**src/elt_map.svh**
```systemverilog
`ifndef ELT_MAP_SVH
`define ELT_MAP_SVH
`define ELT_CODE_PRLI 8'h20
`define ELT_CODE_TPRLO 8'h24
`define ELT_CODE_GAID 8'h30
`define ELT_CODE_NDACT 8'h34
`define ELT_CODE_QOSR 8'h40
`define ELT_CODE_RVCS 8'h41
`define ELT_CODE_PDISC 8'h50
`define ELT_CODE_ADISC 8'h52
`define ELT_CODE_RNC 8'h53
`define ELT_CODE_RTV 8'h0E
`define ELT_CODE_LS_RJT 8'h01
`define ELT_CODE_ACC 8'h02
`define ELT_RTV_WORD 32'h0E000000
`define ELT_ACC_HDR 32'h02000000
`define ELT_FABRIC_ID 24'h0FFFFE
`define ELT_RES_BIT 26
`define ELT_ACC_WORDS 3'h4
`define ELT_NS_PER_MS 32'h000F4240
`endif

```
**src/elt_pkg.sv**
```systemverilog
package elt_pkg;
  typedef enum logic [4:0] {
    ELT_CMD_RESERVED, ELT_CMD_RTV, ELT_CMD_PRLI, ELT_CMD_PRLO, ELT_CMD_SCN, ELT_CMD_TPLS, ELT_CMD_TPRLO,
    ELT_CMD_GAID, ELT_CMD_FACT, ELT_CMD_FDACT, ELT_CMD_NACT, ELT_CMD_NDACT, ELT_CMD_QOSR, ELT_CMD_RVCS,
    ELT_CMD_PDISC, ELT_CMD_FDISC, ELT_CMD_ADISC, ELT_CMD_RNC
  } elt_cmd_e;
  typedef enum logic [1:0] {ELT_IDLE, ELT_CHECK, ELT_SEND} elt_state_e;
endpackage

```
**src/elt_decode.sv**
```systemverilog
`timescale 1ns/1ps
`include "elt_map.svh"
module elt_decode
  import elt_pkg::*;
(
  input wire logic [7:0] code,
  output elt_cmd_e cmd
);
  always_comb begin
    cmd = ELT_CMD_RESERVED;
    if (code == `ELT_CODE_RTV) begin
      cmd = ELT_CMD_RTV;
    end else if (code >= `ELT_CODE_PRLI && code <= `ELT_CODE_TPRLO) begin
      cmd = elt_cmd_e'(5'(ELT_CMD_PRLI) + 5'(code - `ELT_CODE_PRLI));
    end else if (code >= `ELT_CODE_GAID && code <= `ELT_CODE_NDACT) begin
      cmd = elt_cmd_e'(5'(ELT_CMD_GAID) + 5'(code - `ELT_CODE_GAID));
    end else if (code == `ELT_CODE_QOSR) begin
      cmd = ELT_CMD_QOSR;
    end else if (code == `ELT_CODE_RVCS) begin
      cmd = ELT_CMD_RVCS;
    end else if (code >= `ELT_CODE_PDISC && code <= `ELT_CODE_ADISC) begin
      cmd = elt_cmd_e'(5'(ELT_CMD_PDISC) + 5'(code - `ELT_CODE_PDISC));
    end else if (code == `ELT_CODE_RNC) begin
      cmd = ELT_CMD_RNC;
    end
  end
endmodule

```
**src/elt_timeout_query.sv**
```systemverilog
// Behaviour
// codes 20-24, 30-34 decode to process/alias commands
// code 40 is QoSR, 41 is RVCS
// 50-52 discover commands, 53 RNC, rest reserved
// refused RTV gets LS_RJT, honoured gets ACC
// RTV may target this port or fabric
// requester sends single word 0E000000
// accept is header, R_A_TOV, E_D_TOV, qualifier
// qualifier bit 26 selects ms or ns
// point-to-point R_A_TOV uses E_D_TOV resolution
// other topologies report R_A_TOV in ms
// requester fills source and destination IDs
// timeout values latched when request decoded
`timescale 1ns/1ps
`include "elt_map.svh"
module elt_timeout_query
  import elt_pkg::*;
(
  input wire logic clk,
  input wire logic rst,
  input wire logic req_valid,
  input wire logic [31:0] req_word,
  input wire logic req_last,
  input wire logic [23:0] req_d_id,
  input wire logic [23:0] req_s_id,
  output logic req_ready,
  input wire logic [23:0] own_port_id,
  input wire logic is_fabric_port,
  input wire logic point_to_point,
  input wire logic cfg_ns_res,
  input wire logic [31:0] cfg_r_a_tov_ms,
  input wire logic [31:0] cfg_e_d_tov,
  output elt_cmd_e cmd_code,
  output logic cmd_valid,
  output logic [23:0] rsp_d_id,
  output logic rsp_valid,
  output logic [31:0] rsp_word,
  output logic rsp_last,
  input wire logic rsp_ready
);
  typedef struct packed {
    elt_state_e state;
    logic [2:0] words;
    logic bad;
    logic accept;
    logic [2:0] idx;
    logic [31:0] ratov;
    logic [31:0] edtov;
    logic ns_res;
    logic [23:0] peer;
    elt_cmd_e cmd;
    logic cmd_valid;
    logic [31:0] word;
    logic last;
  } elt_s;

  elt_s q;
  elt_s next_q;
  elt_cmd_e dec_cmd;
  logic [31:0] ratov_sel;

  elt_decode u_decode (
    .code(req_word[31:24]),
    .cmd(dec_cmd)
  );

  // ns ratov only in point-to-point
  assign ratov_sel = (point_to_point && cfg_ns_res) ? 32'(cfg_r_a_tov_ms * `ELT_NS_PER_MS) : cfg_r_a_tov_ms;

  assign req_ready = (q.state == ELT_IDLE) || (q.state == ELT_CHECK);
  assign rsp_valid = (q.state == ELT_SEND);
  assign rsp_word = q.word;
  assign rsp_last = q.last;
  assign rsp_d_id = q.peer;
  assign cmd_code = q.cmd;
  assign cmd_valid = q.cmd_valid;

  function automatic logic [31:0] acc_word(input logic [2:0] i, input elt_s s);
    logic [31:0] w;
    w = '0;
    unique case (i)
      3'h0: w = `ELT_ACC_HDR;
      3'h1: w = s.ratov;
      3'h2: w = s.edtov;
      default: w[`ELT_RES_BIT] = s.ns_res;
    endcase
    return w;
  endfunction

  always_comb begin
    next_q = q;
    next_q.cmd_valid = 1'b0;
    unique case (q.state)
      ELT_IDLE: begin
        if (req_valid) begin
          next_q.cmd = dec_cmd;
          next_q.cmd_valid = 1'b1;
          if (dec_cmd == ELT_CMD_RTV) begin
            next_q.peer = req_s_id;
            next_q.bad = (req_word != `ELT_RTV_WORD) ||
              !((req_d_id == own_port_id) || (is_fabric_port && req_d_id == `ELT_FABRIC_ID));
            next_q.words = 3'h1;
            next_q.ratov = ratov_sel;
            next_q.edtov = cfg_e_d_tov;
            next_q.ns_res = cfg_ns_res;
            if (req_last) begin
              next_q.accept = !next_q.bad;
              next_q.idx = 3'h0;
              next_q.word = next_q.bad ? {`ELT_CODE_LS_RJT, 24'h000000} : `ELT_ACC_HDR;
              next_q.last = next_q.bad;
              next_q.state = ELT_SEND;
            end else begin
              next_q.state = ELT_CHECK;
            end
          end
        end
      end
      ELT_CHECK: begin
        if (req_valid) begin
          next_q.bad = 1'b1;
          if (req_last) begin
            next_q.accept = 1'b0;
            next_q.word = {`ELT_CODE_LS_RJT, 24'h000000};
            next_q.last = 1'b1;
            next_q.state = ELT_SEND;
          end
        end
      end
      ELT_SEND: begin
        if (rsp_ready) begin
          if (q.last) begin
            next_q.state = ELT_IDLE;
          end else begin
            next_q.idx = q.idx + 3'h1;
            next_q.word = acc_word(3'(q.idx + 3'h1), q);
            next_q.last = (3'(q.idx + 3'h2) == `ELT_ACC_WORDS);
          end
        end
      end
      default: next_q.state = ELT_IDLE;
    endcase
  end

  always_ff @(posedge clk) begin
    if (rst) begin
      q <= '0;
    end else begin
      q <= next_q;
    end
  end
endmodule

```
**config.mk**
```make
export PLATFORM = sky130hd
export DESIGN_NAME = elt_timeout_query
export DESIGN_NICKNAME = d
export VERILOG_FILES = /design/src/elt_pkg.sv /design/src/elt_decode.sv /design/src/elt_timeout_query.sv
export VERILOG_INCLUDE_DIRS = /design/src
export SDC_FILE = /design/constraint.sdc
export NUM_CORES = 1
export LEC_CHECK = 0
export ABC_AREA = 0
export BUFFER_PORTS_ARGS = -buffer_cell sky130_fd_sc_hd__buf_2
export CORE_UTILIZATION = 40
export CTS_CLUSTER_SIZE = 16
export DETAILED_ROUTE_END_ITERATION = 8
export GPL_TIMING_DRIVEN = 0
export PLACE_DENSITY = 0.71
export SLEW_MARGIN = 10
export SYNTH_ARGS = -nofsm -noshare
export SYNTH_HDL_FRONTEND = slang
export SYNTH_HIERARCHICAL = 1
export SYNTH_SLANG_ARGS = --single-unit
```
**constraint.sdc**
```tcl
create_clock -name clk -period 15.65 [get_ports clk]
set_clock_uncertainty 0.1 [all_clocks]
set_input_delay 0.7825 -clock clk [delete_from_list [all_inputs] [get_ports clk]]
set_output_delay 0.7825 -clock clk [all_outputs]
set_load 0.1 [all_outputs]
```
Word level (Yosys, flattened, before mapping)
Index checks and enable logic that the tools add are counted.
{ "op_classes": {"n_addsub": 8, "mul": 1, "n_lt_le_gt_ge": 6, "eq_ne": 21, "mux": 31, "bitwise_logic": 1, "n_reduce_logical": 21} }
{ "ops": {"columns": ["op", "count"], "rows": [
  ["2-to-1 mux 33 bit", 6],
  ["2-to-1 mux 138 bit", 1],
  ["2-to-1 mux 99 bit", 1],
  ["case mux 33 bit (3 select lines)", 1],
  ["case mux 26 bit (3 select lines)", 1],
  ["2-to-1 mux 5 bit", 7],
  ["multiplier 32 x 14 -> 26 bit, second input constant", 1],
  ["2-to-1 mux 32 bit", 1],
  ["inequality test 32 x 28 -> 1 bit, second input constant", 1],
  ["2-to-1 mux 26 bit", 1],
  ["== test 24 x 20 -> 1 bit, second input constant", 1],
  ["== test 24 bit", 1],
  ["== test 8 x 7 -> 1 bit, second input constant", 3],
  ["greater-or-equal comparator 8 x 6 -> 1 bit, second input constant", 2],
  ["<= comparator 8 x 6 -> 1 bit, second input constant", 2],
  ["AND reduction 6 bit", 2],
  ["2-to-1 mux 2 bit", 5],
  ["inequality test 2 bit, second input constant", 5],
  ["case mux 5 bit (2 select lines)", 1],
  ["subtractor 5 bit, second input constant", 2],
  ["== test 8 x 4 -> 1 bit, second input constant", 1],
  ["greater-or-equal comparator 8 x 7 -> 1 bit, second input constant", 1],
  ["<= comparator 8 x 7 -> 1 bit, second input constant", 1],
  ["AND reduction 8 bit", 1],
  ["other kinds (30)", 40]
]} }
{ "totals": {"regBits": 134, "inputBits": 176, "out_inout_bits": 65, "wordCells": 100} }

Logic depth before layout (Yosys ltp)
{ "depth": {"word_depth": 12, "depth_mapped": 20, "depth_no_buf": 20} }

Modules after synthesis
The synthesis kept the hierarchy.
{ "by_module_without_submodules": {"columns": ["module", "n_inst", "cells_each", "area_per_inst_um2", "seq_area_each_um2"], "rows": [
  ["elt_timeout_query", 1, 1175, 9889.5, 2662.6],
  ["elt_decode", 1, 50, 410.4, 0.0]
]} }

Worst setup path before layout
OpenSTA, ideal clock, no wires.
{ "synth_timing": {"path_kind": "in2reg", "startpoint": "in cfg_r_a_tov_ms[1]", "endpoint": "reg q[124] (netlist bit)", "setup_time_ps": 91, "arrival_ps": 5403, "required_ps": 15459, "setup_slack_ps": 10056, "stages": 20, "n_path_buf": 1, "path_cell_list": "inv_1 fa_1 inv_1 fa_1 fa_1 fa_1 ha_1 inv_1 fa_1 inv_1 ha_1 clkbuf_1 nand3_1 a211oi_1 a21boi_1 nor3_1 o21bai_1 a211o_1 nand2_1 a311oi_1"} }
{ "synth_via": {"elab_chain_cells": 2} }
{ "synth_lines": {"columns": ["element", "line_no", "rtl"], "rows": [
  ["start, declared", "elt_timeout_query.sv:31", "input wire logic [31:0] cfg_r_a_tov_ms,"],
  ["multiplier 32 x 14 -> 26 bit (no source line)", null, null],
  ["2-to-1 mux 32 bit", "elt_timeout_query.sv:68", "assign ratov_sel = (point_to_point && cfg_ns_res) ? 32'(cfg_r_a_tov_ms * `ELT_NS_PER_MS) : cfg_r_a_tov_ms;"],
  ["end signal, assigned", "elt_timeout_query.sv:148", "q <= next_q;"],
  ["end, declared", "elt_timeout_query.sv:57", "elt_s q;"]
]} }
Every way passes these cells.
A chain may end at the register's enable or synchronous reset.

Worst setup path after layout
{ "layout_timing": {"startpoint": "in cfg_r_a_tov_ms[3]", "endpoint": "reg q[125] (netlist bit)"} }
Same word-level chain as after synthesis.

==> impl_metrics.py <==
metrics = {
    "status": {
        "status": "completed",
    },
    "clock_network": {
        "clock_sinks": 133,
        "cts_resized": 0,
        "clockBufferDepth": 2,
        "clk_latency_ns": 0.42,
        "cts_buffers": 17,
        "path_clk_slew_ns": 0.06,
        "htree_levels": 4,
        "root_buffer": "clkbuf_16",
        "cts_tree": "built",
        "cts_hold_buf": 0,
        "cts_setup_buffers": 0,
    },
    "power_and_ir_drop": {
        "p_total_uw": 1800,
        "clock_power_share_pct": 25.4,
        "switchingPower_uw": 737,
        "leakage_uw": 0.00577,
        "sw_frac_of_total_pct": 41.0,
        "vdd_drop_max_mv": 0.108,
        "seq_power_share_pct": 19.1,
        "p_per_area_nw_per_um2": 143,
        "comb_power_share_pct": 55.5,
        "p_int_uw": 1060,
    },
    "worst_setup_path": {
        "worst_path_dominant_cell_family": "adder cells",
        "cp_max_fo": 7,
        "path_buf_inv": 6,
        "cp_slowest_cell": "fa_1",
        "critPathRequiredTime_ns": 15.82,
        "worstSetupPathType": "primary input to register",
        "cpMostUsedCell": "fa_1",
        "endpoint_kind": "register",
        "cp.arrival_ns": 6.05,
        "start_kind": "primary input",
        "cpPeakStageDelay_ns": 0.57,
        "path_cells": "buf_2, inv_1, fa_1, inv_1, fa_1, fa_1, fa_1, ha_1, inv_1, fa_1, inv_1, ha_1, clkbuf_1, nand4_1, o21ai_0, a41oi_1, a211oi_1, o32ai_1",
    },
    "sta": {
        "tightest_slew_ns": 0.727,
        "rsz0062_at_grt": "no",
        "timing.final.crit_share_pct": 37.6,
        "slew_headroom_pct": 51.4,
        "hold_violations": 0,
        "slew_violations": 0,
        "min_period_ns": 5.88,
        "setup_ws_ns": 9.77,
        "whs_ns": 0.353,
        "fin_tns_setup_ns": 0,
        "finalSetupViolations": 0,
        "max_freq_mhz": 170,
    },
    "synth": {
        "ys_ff_latch": 133,
        "synth_area_leaders": "dfxtp_1 26%, fa_1 13%, ha_1 10%",
        "syn_inst": 1225,
        "ys_warn_count": 6,
        "post-synth-top-area-fraction_pct": 25.9,
        "synth_nets": 1553,
        "synth.avg_cell_area_um2": 8.41,
        "async_flop_share_pct": 0,
        "ys.flop_type": "dfxtp_1",
        "synth-edff-count": 0,
        "syn_area_um2": 10300,
        "synthDistinctLibCells": 66,
        "yosysSeqAreaShare_pct": 25.9,
        "ys_top_cells_by_count": "183 x nand2_1, 134 x inv_1, 133 x dfxtp_1",
        "yosysMostFrequentCell": "nand2_1",
        "yosysTopAreaCell": "dfxtp_1",
    },
    "global_route": {
        "antenna_found_initial": 1,
        "overflow": 0,
        "groute.usage.overall_pct": 22.5,
        "grt_pass1_vias": 9124,
        "grt_pass1_wl_mm": 46.5,
        "grt_max_degree": 17,
    },
    "flow_run": {
        "maxCapViolCount": 0,
    },
    "route": {
        "wl_per_cell_um": 16.0,
        "routed_via_density": 5.11,
        "dr.pass1.iters": 5,
        "drt_iter0_drc": 468,
        "vias": 9328,
        "drc": 0,
        "ant_nets": 0,
        "routed_wl_mm": 29.2,
    },
    "final_layout": {
        "multi_input_area_um2": 6420,
        "seq_area_um2": 2660,
        "fill_cells": 2465,
        "fin_nets": 1810,
        "antenna_cells": 0,
        "area_delta_synth_final_pct": 22.2,
        "drive_gt1_share_pct": 26.2,
        "final_cells": 1825,
    },
    "die": {
        "core_um2": 25300,
        "die_width_um": 162,
        "dieArea_um2": 26400,
        "die_height_um": 162,
        "initial_core_util_pct": 40.8,
        "placementRows": 58,
        "ios": 241,
    },
    "placement": {
        "hpwlAfterDp_mm": 24.2,
        "place_inst": 1793,
        "port_buffers": 238,
        "dp_slack_ns": 9.32,
        "globalplace.congestion": 0.924,
    },
    "worst_hold_path": {
        "min_path_type": "register to register",
    },
}
-- cell type report --
type	count	share of cell area [%]
inverter	135	4.03
sequential	133	21.2
clock inverter	14	1.98
buffer	122	5.67
multi-input combinational	835	51.0
tap	330	3.28
clock buffer	18	3.41
timing repair buffer	238	9.47
-- cell families after synthesis --
group / Yosys count / share of synthesized area, %
AOI/OAI and AO/OA: 270 / 18.1
xor gates and xnor gates: 53 / 4.51
adders and majority gates: 152 / 23.3
buffers and inverters: 257 / 11.8
DFF: 133 / 25.9
muxes: 2 / 0.194
and+or+nand+nor: 358 / 16.3
-- worst min-delay path, delay by kind of cell, from the launching register on --
kind	cells	cell delay, ns
flops	1	0.31
simple gates	1	0.05
compound gates	1	0.05
-- cells in the final DEF (no fill, tap or decap), types with 5 or more instances in the layout --
master     Yosys  final
clkbuf_1      48     49
nand2b_1       8      8
a22o_1        25     25
a22oi_1       12     12
o21ai_1        6      6
ha_1          86     86
xnor2_1       30     30
nand2_1      183    183
a22oi_2       20     20
a211oi_1      13     13
nand3_1       19     19
dfxtp_1      133    133
xor2_1        23     23
o21ai_0       22     22
fa_1          66     66
nand4_1       16     16
clkbuf_16      0     17
inv_1        134    134
nor4_1        13     13
bufinv_16      0      6
a21o_1        10     10
o211ai_1       8      8
o31ai_1        5      5
a21oi_1      107    107
nor2b_1        6      6
nor3_1        15     15
nor2_2        20     20
buf_2          6    244
a311oi_1      14     14
buf_4         62     62
nor2_1        53     53
-- power groups by stage --
stage | clock network (uW) | logic, uW | registers, uW
after CTS | 462 | 998 | 344
after global placement | 0 | 977 | 352
after global routing | 478 | 1150 | 344
after detailed placement | 0 | 991 | 352
final | 457 | 997 | 344
after floorplan | 0 | 775 | 353
-- per-layer routing --
| metal | routed length (um) | track usage (%) | up-vias | share of wire [%] |
|---|---|---|---|---|
| met5 | 17 | 0 | - | 0.058 |
| met4 | 857 | 8.96 | 2 | 2.9 |
| met3 | 1770 | 4.10 | 55 | 6.0 |
| met2 | 13400 | 36.6 | 293 | 46 |
| met1 | 13200 | 29.5 | 4394 | 45 |
| li1 | - | - | 4584 | - |
-- stage by stage --
stage / util [%] / cell area (um2)
2_1_floorplan: - / 10300
3_3_place_gp: 47.1 / 11900
3_5_place_dp: 47.1 / 11900
4_1_cts: 49.8 / 12600
5_1_grt: 49.8 / 12600
6_report: 49.8 / 12600
-- state kept, by name (all words and copies together) (netlist names) --
signal and count:
cmd_valid 1, rsp_word 32, q 70, cmd_code 5, rsp_last 1, rsp_d_id 24
-- final timing paths --
kind | from | end | slack, ns | cells after the start
max reg2reg | q[137] | q[82] | 12.29 | 9
min reg2reg | cmd_code[1] | cmd_code[1] | 0.35 | 2
min | cmd_code[1] | cmd_code[1] | 0.35 | 2
max | cfg_r_a_tov_ms[3] | q[125] | 9.77 | 18
Note: power is estimated with default switching activity, not from simulation.
